<file path="src/pkg/idacu_regs.svh">
// register map, field positions and reset values of the dual current dac update block
// assumes an 8-bit special function register bus and 8-bit data registers
`ifndef IDACU_REGS_SVH
`define IDACU_REGS_SVH

`define IDACU_CTRL0_ADDR 8'hb9
`define IDACU_HIGH0_ADDR 8'h97
`define IDACU_LOW0_ADDR 8'h96
`define IDACU_CTRL1_ADDR 8'hb5
`define IDACU_HIGH1_ADDR 8'hf5
`define IDACU_LOW1_ADDR 8'hf4
`define IDACU_ROUTE_ADDR 8'h10
`define IDACU_STATUS_ADDR 8'h11

`define IDACU_EN_BIT 7
`define IDACU_SRC_HI 6
`define IDACU_SRC_LO 4
`define IDACU_RJ_BIT 2
`define IDACU_FS_HI 1
`define IDACU_FS_LO 0
`define IDACU_MERGE_BIT 7

`define IDACU_CTRL_RST 8'h73
`define IDACU_CTRL_WMASK 8'hf7
`define IDACU_DATA_RST 8'h00
`define IDACU_EVT_NUM 8

`endif

</file>
<file path="src/pkg/idacu_pkg.sv">
// types shared by the dual current dac update block
// assumes idacu_regs.svh is on the include path
package idacu_pkg;
  typedef enum logic [2:0] {SRC_TIMER0, SRC_TIMER1, SRC_TIMER2, SRC_TIMER3,
                            SRC_RISE, SRC_FALL, SRC_EITHER, SRC_DEMAND} idacu_src_t;
  typedef enum logic [1:0] {FS_QUARTER_MA, FS_HALF_MA, FS_ONE_MA, FS_TWO_MA} idacu_fs_t;
  typedef struct packed {
    logic [1:0][7:0] ctrl;
    logic [1:0][7:0] hi;
    logic [1:0][7:0] lo;
    logic merge;
    logic [7:0] rdata;
    logic [1:0] hi_wr;
    logic sync1;
    logic sync2;
    logic prev;
  } idacu_top_st_t;
  typedef struct packed {
    logic [11:0] code;
    logic pend;
  } idacu_chan_st_t;
endpackage

</file>
<file path="src/pkg/idacu_chan_if.sv">
// register side to channel side signals of one current dac
// assumes both ends run on sys_clk_i
`timescale 1ns/10ps
interface idacu_chan_if;
  logic [7:0] ctrl;
  logic [7:0] hi;
  logic [7:0] lo;
  logic [7:0] evt;
  logic wr_data;
  logic [11:0] code;
  logic pend;
  modport regs (output ctrl, output hi, output lo, output evt, output wr_data, input code, input pend);
  modport chan (input ctrl, input hi, input lo, input evt, input wr_data, output code, output pend);
endinterface

</file>
<file path="src/core/idacu_chan.sv">
// one current dac channel: update source select, justification and input latch
// assumes events and write pulses come from logic on sys_clk_i
`timescale 1ns/10ps
`include "idacu_regs.svh"
module idacu_chan (
  input wire logic sys_clk_i,
  input wire logic resetn_i,
  idacu_chan_if.chan ch
);
  idacu_pkg::idacu_chan_st_t st;
  idacu_pkg::idacu_chan_st_t nxt;
  idacu_pkg::idacu_src_t src;
  logic sel;
  logic [11:0] word;

  assign src = idacu_pkg::idacu_src_t'(ch.ctrl[`IDACU_SRC_HI:`IDACU_SRC_LO]);
  assign sel = ch.evt[src];
  // right: hi[3:0] then the whole low byte; left: whole high byte then lo[7:4]
  assign word = ch.ctrl[`IDACU_RJ_BIT] ? {ch.hi[3:0], ch.lo} : {ch.hi, ch.lo[7:4]};

  always_comb begin
    nxt = st;
    // only the selected event moves the latch, data writes never do
    if (sel) begin
      nxt.code = word;
    end
    // a write in the same cycle as the event stays pending for the next one
    nxt.pend = (st.pend & ~sel) | ch.wr_data;
  end

  always_ff @(posedge sys_clk_i) begin
    if (!resetn_i) begin
      st <= '0;
    end else begin
      st <= nxt;
    end
  end

  assign ch.code = st.code;
  assign ch.pend = st.pend;
endmodule

</file>
<file path="src/core/idacu_top.sv">
// dual current dac update control: register file, update events, routing and bias request
// assumes a one-cycle-read sfr port on sys_clk_i and timer overflow pulses on the same clock
//
// Contract
// - each dac offers four full-scale settings, 0.25 to 2 mA
// - each dac is enabled by the enable bit of its own control register
// - with both enabled, outputs go to separate pins or one, per merge select
// - bias generator request is high while at least one dac is enabled
// - update source sits at control bits 6:4 and resets to on-demand 111
// - on-demand: a low byte write is held until the next high byte write
// - on-demand: a high byte write copies both bytes into the input latch
// - source codes 000 to 011 update on timer 0 to 3 overflow
// - timers 2 and 3 use low overflow in 8-bit mode, high in 16-bit
// - codes 100, 101, 110 update on rising, falling or either strobe edge
// - on the chosen strobe edge both held bytes go to the input latch
// - left: d11-d4 in high, d3-d0 in low 7:4; right: d11-d8 high 3:0
// - justify select at control bit 2, full-scale select at bits 1:0
// - full-scale codes 00 to 11 select 0.25, 0.5, 1 and 2 mA
// - both enabled and merge select 1 puts both outputs on the first pin
`timescale 1ns/10ps
`include "idacu_regs.svh"
module idacu_top (
  input wire logic sys_clk_i,
  input wire logic resetn_i,
  input wire logic [7:0] addr_i,
  input wire logic [7:0] wdata_i,
  input wire logic wr_i,
  input wire logic rd_i,
  output logic [7:0] rdata_o,
  input wire logic t0_ovf_i,
  input wire logic t1_ovf_i,
  input wire logic t2_low_ovf_i,
  input wire logic t2_high_ovf_i,
  input wire logic t2_mode16_i,
  input wire logic t3_low_ovf_i,
  input wire logic t3_high_ovf_i,
  input wire logic t3_mode16_i,
  input wire logic external_convert_strobe_i,
  output logic [11:0] current_dac_zero_code_o,
  output logic [11:0] current_dac_one_code_o,
  output logic current_dac_zero_en_o,
  output logic current_dac_one_en_o,
  output logic [1:0] current_dac_zero_fs_o,
  output logic [1:0] current_dac_one_fs_o,
  output logic bias_req_o,
  output logic pin0_analog_o,
  output logic pin1_analog_o,
  output logic dac1_on_pin0_o
);
  localparam logic [1:0][7:0] CTRL_ADDR = {`IDACU_CTRL1_ADDR, `IDACU_CTRL0_ADDR};
  localparam logic [1:0][7:0] HIGH_ADDR = {`IDACU_HIGH1_ADDR, `IDACU_HIGH0_ADDR};
  localparam logic [1:0][7:0] LOW_ADDR = {`IDACU_LOW1_ADDR, `IDACU_LOW0_ADDR};

  idacu_pkg::idacu_top_st_t st;
  idacu_pkg::idacu_top_st_t nxt;
  logic [6:0] evt_common;
  logic strobe_rise;
  logic strobe_fall;
  logic [1:0][11:0] code_w;
  logic [1:0] pend_w;
  logic [1:0] en_w;
  logic [1:0] data_wr_w;

  idacu_chan_if ch_if[2] ();

  // the strobe is asynchronous, so edges are only seen on the second flop
  assign strobe_rise = st.sync2 & ~st.prev;
  assign strobe_fall = ~st.sync2 & st.prev;

  assign evt_common[0] = t0_ovf_i;
  assign evt_common[1] = t1_ovf_i;
  assign evt_common[2] = t2_mode16_i ? t2_high_ovf_i : t2_low_ovf_i;
  assign evt_common[3] = t3_mode16_i ? t3_high_ovf_i : t3_low_ovf_i;
  assign evt_common[4] = strobe_rise;
  assign evt_common[5] = strobe_fall;
  assign evt_common[6] = strobe_rise | strobe_fall;

  genvar g;
  generate
    for (g = 0; g < 2; g++) begin : gen_chan
      assign data_wr_w[g] = wr_i && (addr_i == HIGH_ADDR[g] || addr_i == LOW_ADDR[g]);
      assign ch_if[g].ctrl = st.ctrl[g];
      assign ch_if[g].hi = st.hi[g];
      assign ch_if[g].lo = st.lo[g];
      // on-demand fires the cycle after the high write, once both bytes are stored
      assign ch_if[g].evt = {st.hi_wr[g], evt_common};
      assign ch_if[g].wr_data = data_wr_w[g];
      assign code_w[g] = ch_if[g].code;
      assign pend_w[g] = ch_if[g].pend;
      assign en_w[g] = st.ctrl[g][`IDACU_EN_BIT];
      idacu_chan u_chan (
        .sys_clk_i(sys_clk_i),
        .resetn_i(resetn_i),
        .ch(ch_if[g].chan)
      );
    end
  endgenerate

  always_comb begin
    nxt = st;
    nxt.rdata = '0;
    nxt.hi_wr = '0;
    nxt.sync1 = external_convert_strobe_i;
    nxt.sync2 = st.sync1;
    nxt.prev = st.sync2;
    if (wr_i) begin
      for (int n = 0; n < 2; n++) begin
        if (addr_i == CTRL_ADDR[n]) begin
          // reserved bit 3 is never stored and reads as zero
          nxt.ctrl[n] = wdata_i & `IDACU_CTRL_WMASK;
        end
        if (addr_i == HIGH_ADDR[n]) begin
          nxt.hi[n] = wdata_i;
          nxt.hi_wr[n] = 1'b1;
        end
        if (addr_i == LOW_ADDR[n]) begin
          // a low write only stores; the latch waits for its event
          nxt.lo[n] = wdata_i;
        end
      end
      if (addr_i == `IDACU_ROUTE_ADDR) begin
        nxt.merge = wdata_i[`IDACU_MERGE_BIT];
      end
    end
    if (rd_i) begin
      for (int n = 0; n < 2; n++) begin
        if (addr_i == CTRL_ADDR[n]) begin
          nxt.rdata = st.ctrl[n];
        end
        if (addr_i == HIGH_ADDR[n]) begin
          nxt.rdata = st.hi[n];
        end
        if (addr_i == LOW_ADDR[n]) begin
          nxt.rdata = st.lo[n];
        end
      end
      if (addr_i == `IDACU_ROUTE_ADDR) begin
        nxt.rdata = {st.merge, 7'h00};
      end
      if (addr_i == `IDACU_STATUS_ADDR) begin
        nxt.rdata = {3'h0, en_w, bias_req_o, pend_w};
      end
    end
  end

  always_ff @(posedge sys_clk_i) begin
    if (!resetn_i) begin
      st <= '0;
      st.ctrl[0] <= `IDACU_CTRL_RST;
      st.ctrl[1] <= `IDACU_CTRL_RST;
      st.hi[0] <= `IDACU_DATA_RST;
      st.hi[1] <= `IDACU_DATA_RST;
      st.lo[0] <= `IDACU_DATA_RST;
      st.lo[1] <= `IDACU_DATA_RST;
      // the synchroniser keeps sampling so a pin held high gives no false edge after reset
      st.sync1 <= nxt.sync1;
      st.sync2 <= nxt.sync2;
      st.prev <= nxt.prev;
    end else begin
      st <= nxt;
    end
  end

  assign rdata_o = st.rdata;
  assign current_dac_zero_code_o = code_w[0];
  assign current_dac_one_code_o = code_w[1];
  assign current_dac_zero_en_o = en_w[0];
  assign current_dac_one_en_o = en_w[1];
  assign current_dac_zero_fs_o = st.ctrl[0][`IDACU_FS_HI:`IDACU_FS_LO];
  assign current_dac_one_fs_o = st.ctrl[1][`IDACU_FS_HI:`IDACU_FS_LO];
  assign bias_req_o = |en_w;
  // the second dac's pin follows merge select; merged pin carries both currents
  assign dac1_on_pin0_o = st.merge;
  assign pin0_analog_o = en_w[0] | (en_w[1] & st.merge);
  assign pin1_analog_o = en_w[1] & ~st.merge;
endmodule

</file>
<file path="config.mk">
export PLATFORM = sky130hd
export DESIGN_NAME = idacu_top
export DESIGN_NICKNAME = d
export VERILOG_FILES = /design/src/pkg/idacu_pkg.sv /design/src/pkg/idacu_chan_if.sv /design/src/core/idacu_chan.sv /design/src/core/idacu_top.sv
export VERILOG_INCLUDE_DIRS = /design/src /design/src/pkg
export SDC_FILE = /design/constraint.sdc
export NUM_CORES = 1
export LEC_CHECK = 0
export ABC_CLOCK_PERIOD_IN_PS = 1600
export CORE_MARGIN = 8
export CORE_UTILIZATION = 45
export CTS_CLUSTER_SIZE = 24
export DETAILED_ROUTE_END_ITERATION = 10
export DONT_BUFFER_PORTS = 1
export PLACE_DENSITY = 0.65
export SYNTH_ARGS = -nofsm -noshare
export SYNTH_HDL_FRONTEND = slang
export SYNTH_SLANG_ARGS = --single-unit
</file>
<file path="constraint.sdc">
create_clock -name sys_clk_i -period 1.6 [get_ports sys_clk_i]
set_input_delay 0.32 -clock sys_clk_i [delete_from_list [all_inputs] [get_ports sys_clk_i]]
set_output_delay 0.32 -clock sys_clk_i [all_outputs]
set_load 0.01 [all_outputs]
</file>
==> load_flow_metrics.sql, run 1 <==
INSERT INTO impl_metrics (metric_group, metric, value, unit) VALUES
('layout', 'antennaDiodeCount', '0', ''),
('sta', 'worst-slew-pin-transition', '0.430', 'ns'),
('logic_synthesis', 'synth_warnings', '0', ''),
('die', 'initial_core_util', '46.3', '%'),
('sta', 'final_number_of_setup_violating_endpoints', '14', ''),
('sta', 'fin_ws', '-0.0959', 'ns'),
('global_route', 'grt_pass1_vias', '3319', ''),
('logic_synthesis', 'synth_top_flop_cell', 'dfxtp_1', ''),
('logic_synthesis', 'synth.top_cells.by_count', 'dfxtp_1 (86), mux2i_1 (63), nand2_1 (45)', ''),
('power_and_ir_drop', 'vdd_drop_max', '0.453', 'mV'),
('drt', 'drtPass1Iterations', '4', ''),
('min_path', 'whs_endpoint', 'ch_if[0].ctrl[4]', ''),
('min_path', 'hp-class', 'in2reg', ''),
('layout', 'postLayoutCoreUtil', '53.8', '%'),
('job', 'max_cap_viol_count', '0', ''),
('sta', 'slew-limit-headroom', '71.4', '%'),
('worst_setup_path', 'worstPathArrival', '1.96', 'ns'),
('cts', 'clock_insertion_delay_worst_skew', '0.37', 'ns'),
('status', 'violations', 'negative setup slack', ''),
('sta', 'finalSetupTns', '-1.09', 'ns'),
('status', 'outcome', 'finished with violations', ''),
('die', 'die_h', '114', 'um'),
('placement', 'post-dp-hpwl', '8.82', 'mm'),
('die', 'total_die_area', '12900', 'um2'),
('global_route', 'grt-ovfl-total', '0', ''),
('worst_setup_path', 'critPathTopFamily', 'compound AO/OA/AOI/OAI gates', ''),
('sta', 'max_freq', '590', 'MHz'),
('drt', 'post-route-drc-count', '0', ''),
('drt', 'top_signal_layer_used', 'met4', ''),
('logic_synthesis', 'number_of_register_bits_inferred_by_synthesis', '86', ''),
('min_path', 'min_path_cells', '1', ''),
('die', 'ioPinCount', '71', ''),
('global_route', 'grt_pass1_wl', '18.9', 'mm'),
('placement', 'port-buffer-count', '0', ''),
('logic_synthesis', 'synth_largest_type_area_fraction', '40.2', '%'),
('logic_synthesis', 'fraction_of_the_yosys_area_taken_by_sequential_cells', '40.2', '%'),
('logic_synthesis', 'synth.net_count', '486', ''),
('drt', 'route.antenna.remaining_nets', '0', ''),
('logic_synthesis', 'synth_top_cells_by_area', 'dfxtp_1 (40%), mux2i_1 (15%), nor2b_1 (5.0%), nand2_1 (3.9%), o211a_1 (3.0%)', ''),
('cts', 'root_buffer', 'clkbuf_8', ''),
('worst_setup_path', 'slowest_stage', 'dfxtp_2', ''),
('cts', 'tritoncts_clock_tree', 'yes', ''),
('layout', 'design.final.nets', '493', ''),
('min_path', 'hp-start', 'resetn_i', ''),
('drt', 'met3_wirelength', '1.01', 'mm'),
('worst_setup_path', 'critical_path_buf_inv_count', '2', ''),
('layout', 'synthToLayoutAreaGrowth', '16.3', '%'),
('worst_setup_path', 'reg2reg_setup_slack', '-0.1', 'ns'),
('drt', 'met1_length', '5.81', 'mm'),
('worst_setup_path', 'endpoint_kind', 'flip-flop', ''),
('power_and_ir_drop', 'leakage', '1.88', 'nW'),
('cts', 'ctsLongestPathBuffers', '2', ''),
('cts', 'cts_num_sinks', '86', ''),
('die', 'fp.dieW', '114', 'um'),
('die', 'core_region_area', '9240', 'um2'),
('sta', 'post-route-period-util', '106', '%'),
('sta', 'final.setup_skew', '0.00582', 'ns'),
('worst_setup_path', 'slowest_delay', '0.37', 'ns'),
('layout', 'drive_above_1_share', '20.6', '%'),
('worst_setup_path', 'critPathLaunchType', 'flip-flop', ''),
('cts', 'clk_pin_slew', '0.09', 'ns'),
('sta', 'fin_crit', '1.70', 'ns'),
('drt', 'routed-wl-met2', '5.35', 'mm'),
('drt', 'detailedRoute.firstIterationViolations', '300', ''),
('drt', 'via_per_inst', '5.76', ''),
('sta', 'timing.final.max_slew_violations', '0', ''),
('drt', 'routedWlPerCell', '20.9', 'um'),
('worst_setup_path', 'critical_path_required', '1.87', 'ns'),
('sta', 'rsz_0062_raised_after_global_routing', 'true', ''),
('logic_synthesis', 'most_numerous_cell_in_the_yosys_netlist', 'dfxtp_1', ''),
('logic_synthesis', 'synth_top_area_cell', 'dfxtp_1', '');
[placed cells by master (no fill, tap or decap), types with 3 or more instances in the layout]
cell type and instances:
nand2_1 44, dfxtp_2 3, o31ai_4 6, mux2i_1 63
a21o_1 3, nand2b_1 3, o21ai_0 16, a21oi_1 18
a21oi_2 3, a31oi_1 3, a221oi_1 4, o21a_1 3
o211ai_1 3, inv_1 4, nor2_1 7, nor2b_1 33
o211a_1 13, mux2_2 4, nand3_1 19, nor3_1 5
o21ai_1 3, a21boi_0 10, a22o_1 5, buf_4 32
dfxtp_1 83, and3_1 3, o31ai_2 6, clkbuf_8 12
buf_12 3
[cell type report]
class / instances / area (um2)
Fill cell: 819 / 4270
Tap cell: 129 / 161
Timing Repair Buffer: 39 / 348
Multi-Input combinational cell: 321 / 2480
Clock inverter: 4 / 77.6
Clock buffer: 12 / 165
Inverter: 5 / 18.8
Sequential cell: 86 / 1730
[worst max path at each step]
stage | startpoint | end | slack [ns] | cells after the start
final | nxt[0] | gen_chan[0].u_chan.ch.code[5] | -0.1 | 7
after global routing | nxt[0] | gen_chan[0].u_chan.ch.code[5] | -0.16 | 7
after CTS | st[0] | gen_chan[0].u_chan.ch.code[5] | -0.10 | 8
after detailed placement | addr_i[7] | rdata_o[3] | -0.09 | 7
after global placement | addr_i[7] | rdata_o[3] | -0.06 | 7
after floorplan | st[0] | gen_chan[0].u_chan.ch.code[0] | -0.09 | 8
[flip-flops by register name (all words and copies together), names as in the netlist]
name and flops:
gen_chan.u_chan.ch.code 24, st 1, rdata_o 8, ch_if.lo 16
ch_if.hi 16, ch_if.ctrl 14, nxt 2, ch_if.evt 2
dac1_on_pin0_o 1, gen_chan.u_chan.ch.pend 2
[per-layer routing]
metal | up-vias | track usage, %
li1 | 1651 | -
met1 | 1641 | 25.8
met2 | 117 | 27.3
met3 | 25 | 5.07
met4 | 0 | 7.73
met5 | - | 0
[metrics by stage]
step	setup slack [ns]	total power (W)	cells	cell area [um2]
global route	-0.165	0.00425	596	4970
floorplan	-0.0943	0.00235	455	4320
CTS	-0.102	0.00414	592	4760
detailed placement	-0.0917	0.00233	575	4510
global placement	-0.0610	0.00233	575	4510
finish	-0.0959	0.00414	596	4970
[worst register-to-register path, cell delays in order, from the launching register on]
cell and delay, ns:
dfxtp_2 0.37, inv_1 0.05, ha_1 0.19, mux2_2 0.27, a32oi_1 0.16, o211ai_1 0.15
buf_12 0.19, o211a_1 0.22
[repair_timing]
action                                  4_1_cts  5_1_grt
gates resized for setup                       1       40
pin swaps                                     1        6
gates cloned                                  0        2
setup buffers                                 0        2
endpoints found under the setup margin       12       26
hold buffers                                  1        0
endpoints found under the hold margin         1        0
[cell families after synthesis]
| logic type | share of synthesized area [%] |
|---|---|
| and+or+nand+nor | 19.1 |
| AOI/OAI and AO/OA | 18.3 |
| DFF | 40.2 |
| muxes | 15.8 |
| buffers and inverters | 6.00 |
| adders and majority gates | 0.585 |
[power by group]
group / total [W] / internal, W / switching [W]
Combinational: 0.000143 / 0.0000776 / 0.0000650
Clock: 0.00184 / 0.00101 / 0.000827
Sequential: 0.00216 / 0.00215 / 0.00000844
(Power assumes the default switching activity.)
==> run 2, diff against run 1 <==
--- a/config.mk
+++ b/config.mk
@@ -15,4 +15,5 @@
 export PLACE_DENSITY = 0.65
 export SYNTH_ARGS = -nofsm -noshare
 export SYNTH_HDL_FRONTEND = slang
+export SYNTH_HIERARCHICAL = 1
 export SYNTH_SLANG_ARGS = --single-unit
==> load_flow_metrics.sql, run 2 <==
INSERT INTO impl_metrics (metric_group, metric, value, unit) VALUES
('cts', 'ctsHtreeMaxLevel', '3', ''),
('layout', 'synthToLayoutAreaGrowth', '10.0', '%'),
('layout', 'drive_above_1_share', '19.8', '%'),
('layout', 'antennaDiodeCount', '0', ''),
('worst_setup_path', 'reg2reg_setup_slack', '-0.17', 'ns'),
('min_path', 'hp-start', 'resetn_i', ''),
('layout', 'multiInputGateArea', '2480', 'um2'),
('cts', 'root_buffer', 'clkbuf_8', ''),
('power_and_ir_drop', 'power_per_cell_area', '851', 'nW/um2'),
('worst_setup_path', 'worstPathArrival', '2.05', 'ns'),
('placement', 'weighted_congestion_reported_at_the_end_of_routability_driven_placement', '0.940', ''),
('cts', 'cts_num_sinks', '86', ''),
('status', 'violations', 'negative setup slack', ''),
('worst_setup_path', 'startpoint', 'nxt[0]', ''),
('sta', 'final.setup_skew', '0.00973', 'ns'),
('cts', 'clk_pin_slew', '0.08', 'ns'),
('power_and_ir_drop', 'cellInternalPower', '0.00330', 'W'),
('sta', 'timing.final.max_slew_violations', '0', ''),
('die', 'total_die_area', '13400', 'um2'),
('drt', 'via_per_inst', '5.79', ''),
('min_path', 'min_path_cells', '1', ''),
('power_and_ir_drop', 'net-switching-power', '0.000889', 'W'),
('drt', 'num_vias', '3458', ''),
('logic_synthesis', 'synthesis.instances', '470', ''),
('logic_synthesis', 'synthesis.area', '4480', 'um2'),
('worst_setup_path', 'slowest_stage', 'mux4_2', ''),
('worst_setup_path', 'crit_chain', 'ha_4 > inv_2 > mux2i_1 > mux4_2 > buf_12 > mux2i_1', ''),
('power_and_ir_drop', 'total_power', '0.00419', 'W'),
('drt', 'detailedRoute.firstIterationViolations', '247', ''),
('sta', 'final_number_of_setup_violating_endpoints', '25', ''),
('cts', 'cts_buffers', '9', ''),
('worst_setup_path', 'slowest_delay', '0.60', 'ns'),
('power_and_ir_drop', 'sequential_power_share', '51.3', '%'),
('worst_setup_path', 'critical_path_required', '1.88', 'ns'),
('layout', 'sequential_cell_area', '1730', 'um2'),
('placement', 'post-dp-hpwl', '8.82', 'mm'),
('sta', 'fin_crit', '1.77', 'ns'),
('worst_setup_path', 'critPathTopFamily', 'multiplexers', ''),
('global_route', 'grt_pass1_wl', '18.9', 'mm'),
('layout', 'design.final.nets', '490', ''),
('drt', 'drtPass1Iterations', '4', ''),
('sta', 'slew-limit-headroom', '72.0', '%'),
('worst_setup_path', 'crit_path_frequent_cell', 'mux2i_1', ''),
('die', 'placementRows', '36', ''),
('sta', 'worst-slew-pin-transition', '0.416', 'ns'),
('status', 'outcome', 'finished with violations', ''),
('layout', 'layout.cells.most_common_list', 'dfxtp_1 (84), mux2i_1 (80), nand2_1 (63), nor2_1 (42), mux2_2 (30)', ''),
('power_and_ir_drop', 'combinationalPowerShare', '3.8', '%'),
('global_route', 'grt_pass1_vias', '3372', ''),
('layout', 'filler_cell_count', '923', ''),
('layout', 'largest_register_ffs', '24', ''),
('logic_synthesis', 'synth_warnings', '6', ''),
('power_and_ir_drop', 'vdd_drop_max', '0.443', 'mV'),
('die', 'initial_core_util', '46.0', '%'),
('global_route', 'pin_count_of_the_biggest_net_entering_global_routing', '67', ''),
('worst_setup_path', 'rr_worst_depth', '6', ''),
('layout', 'commonest_non_fill_non_tap_cell_in_the_layout', 'dfxtp_1', ''),
('worst_setup_path', 'critical_path_buf_inv_count', '2', ''),
('drt', 'post-route-drc-count', '0', ''),
('cts', 'clock_insertion_delay_worst_skew', '0.37', 'ns'),
('logic_synthesis', 'avgSynthCellArea', '9.52', 'um2'),
('power_and_ir_drop', 'power.share.switching', '21.2', '%'),
('die', 'fp.dieW', '116', 'um'),
('worst_setup_path', 'launching_point_of_the_worst_reg2reg_path', 'nxt[0]', ''),
('power_and_ir_drop', 'clock_power_share', '45.0', '%'),
('layout', 'final-instance-count-excl-fill', '597', ''),
('global_route', 'grt.total_usage', '18.8', '%'),
('power_and_ir_drop', 'leakage', '2.17', 'nW'),
('drt', 'route.antenna.remaining_nets', '0', ''),
('worst_setup_path', 'critical_path_class', 'reg2reg', ''),
('min_path', 'whs_endpoint', 'ch_if[1].ctrl[5]', ''),
('min_path', 'hp-class', 'in2reg', ''),
('sta', 'final_hold_viol_count', '0', ''),
('cts', 'ctsLongestPathBuffers', '2', ''),
('global_route', 'number_of_antenna_violations_at_the_first_check_in_global_routing', '0', ''),
('placement', 'port-buffer-count', '0', ''),
('sta', 'rsz_0062_raised_after_global_routing', 'true', ''),
('drt', 'routedWlPerCell', '20.6', 'um'),
('worst_setup_path', 'endpoint_kind', 'flip-flop', ''),
('die', 'core_region_area', '9730', 'um2'),
('sta', 'max_freq', '566', 'MHz'),
('placement', 'placedCellCount', '577', ''),
('sta', 'fin_ws', '-0.168', 'ns'),
('worst_setup_path', 'crit-reg2reg-capture', 'gen_chan[1].u_chan/ch.code[6]', ''),
('cts', 'tritoncts_clock_tree', 'yes', ''),
('logic_synthesis', 'synth.net_count', '501', ''),
('worst_setup_path', 'critPathLaunchType', 'flip-flop', ''),
('layout', 'postLayoutCoreUtil', '50.6', '%'),
('global_route', 'grt-ovfl-total', '0', ''),
('job', 'max_cap_viol_count', '0', ''),
('die', 'ioPinCount', '71', ''),
('drt', 'wl', '12.3', 'mm'),
('sta', 'holdWs', '0.00943', 'ns'),
('worst_setup_path', 'worst-path-max-fanout', '6', ''),
('sta', 'post-route-period-util', '111', '%'),
('die', 'die_h', '116', 'um');
## run 2: metrics by stage
stage | setup TNS [ns] | setup slack (ns) | area, um2
5_1_grt | -3.56 | -0.210 | 4920
4_1_cts | -2.68 | -0.171 | 4900
2_1_floorplan | -0.598 | -0.0299 | 4500
3_5_place_dp | -3.62 | -0.159 | 4580
6_report | -2.29 | -0.168 | 4920
3_3_place_gp | -2.59 | -0.101 | 4580
## run 2: layout make-up
class                           instances  area share, %
Clock buffer                           11           2.87
Clock inverter                          5           2.16
Inverter                                5          0.432
Multi-Input combinational cell        330           50.4
Sequential cell                        86           35.1
Tap cell                              133           3.38
Timing Repair Buffer                   27           5.67
## run 2: what timing repair did
item,4_1_cts,5_1_grt
gates cloned,1,0
endpoints found under the setup margin,26,27
setup buffers,1,0
pin swaps,2,5
gates resized for setup,9,5
endpoints found under the hold margin,1,4
hold buffers,1,1
## run 2: power by group through the flow
stage | Combinational [W] | Clock (W) | Sequential [W]
4_1_cts | 0.000153 | 0.00191 | 0.00215
2_1_floorplan | 0.000161 | 0 | 0.00220
6_report | 0.000158 | 0.00189 | 0.00215
5_1_grt | 0.000173 | 0.00201 | 0.00215
3_5_place_dp | 0.000141 | 0 | 0.00220
3_3_place_gp | 0.000138 | 0 | 0.00220
## run 2: how the worst max path moves through the flow
| stage | to | depth (start not counted) |
|---|---|---|
| final | gen_chan[1].u_chan/ch.code[6] | 6 |
| after floorplan | gen_chan[0].u_chan/ch.code[0] | 7 |
| after global routing | gen_chan[1].u_chan/ch.code[5] | 7 |
| after detailed placement | gen_chan[1].u_chan/ch.code[5] | 7 |
| after global placement | gen_chan[1].u_chan/ch.code[9] | 7 |
| after CTS | gen_chan[1].u_chan/ch.code[5] | 7 |
## run 2: per-layer routing
| layer | part of all wire (%) | vias up | GRT usage, % |
|---|---|---|---|
| li1 | - | 1637 | - |
| met1 | 41 | 1677 | 22.4 |
| met2 | 48 | 122 | 30.7 |
| met3 | 8.7 | 22 | 6.04 |
| met4 | 2.4 | 0 | 7.43 |
| met5 | 0 | - | 0 |
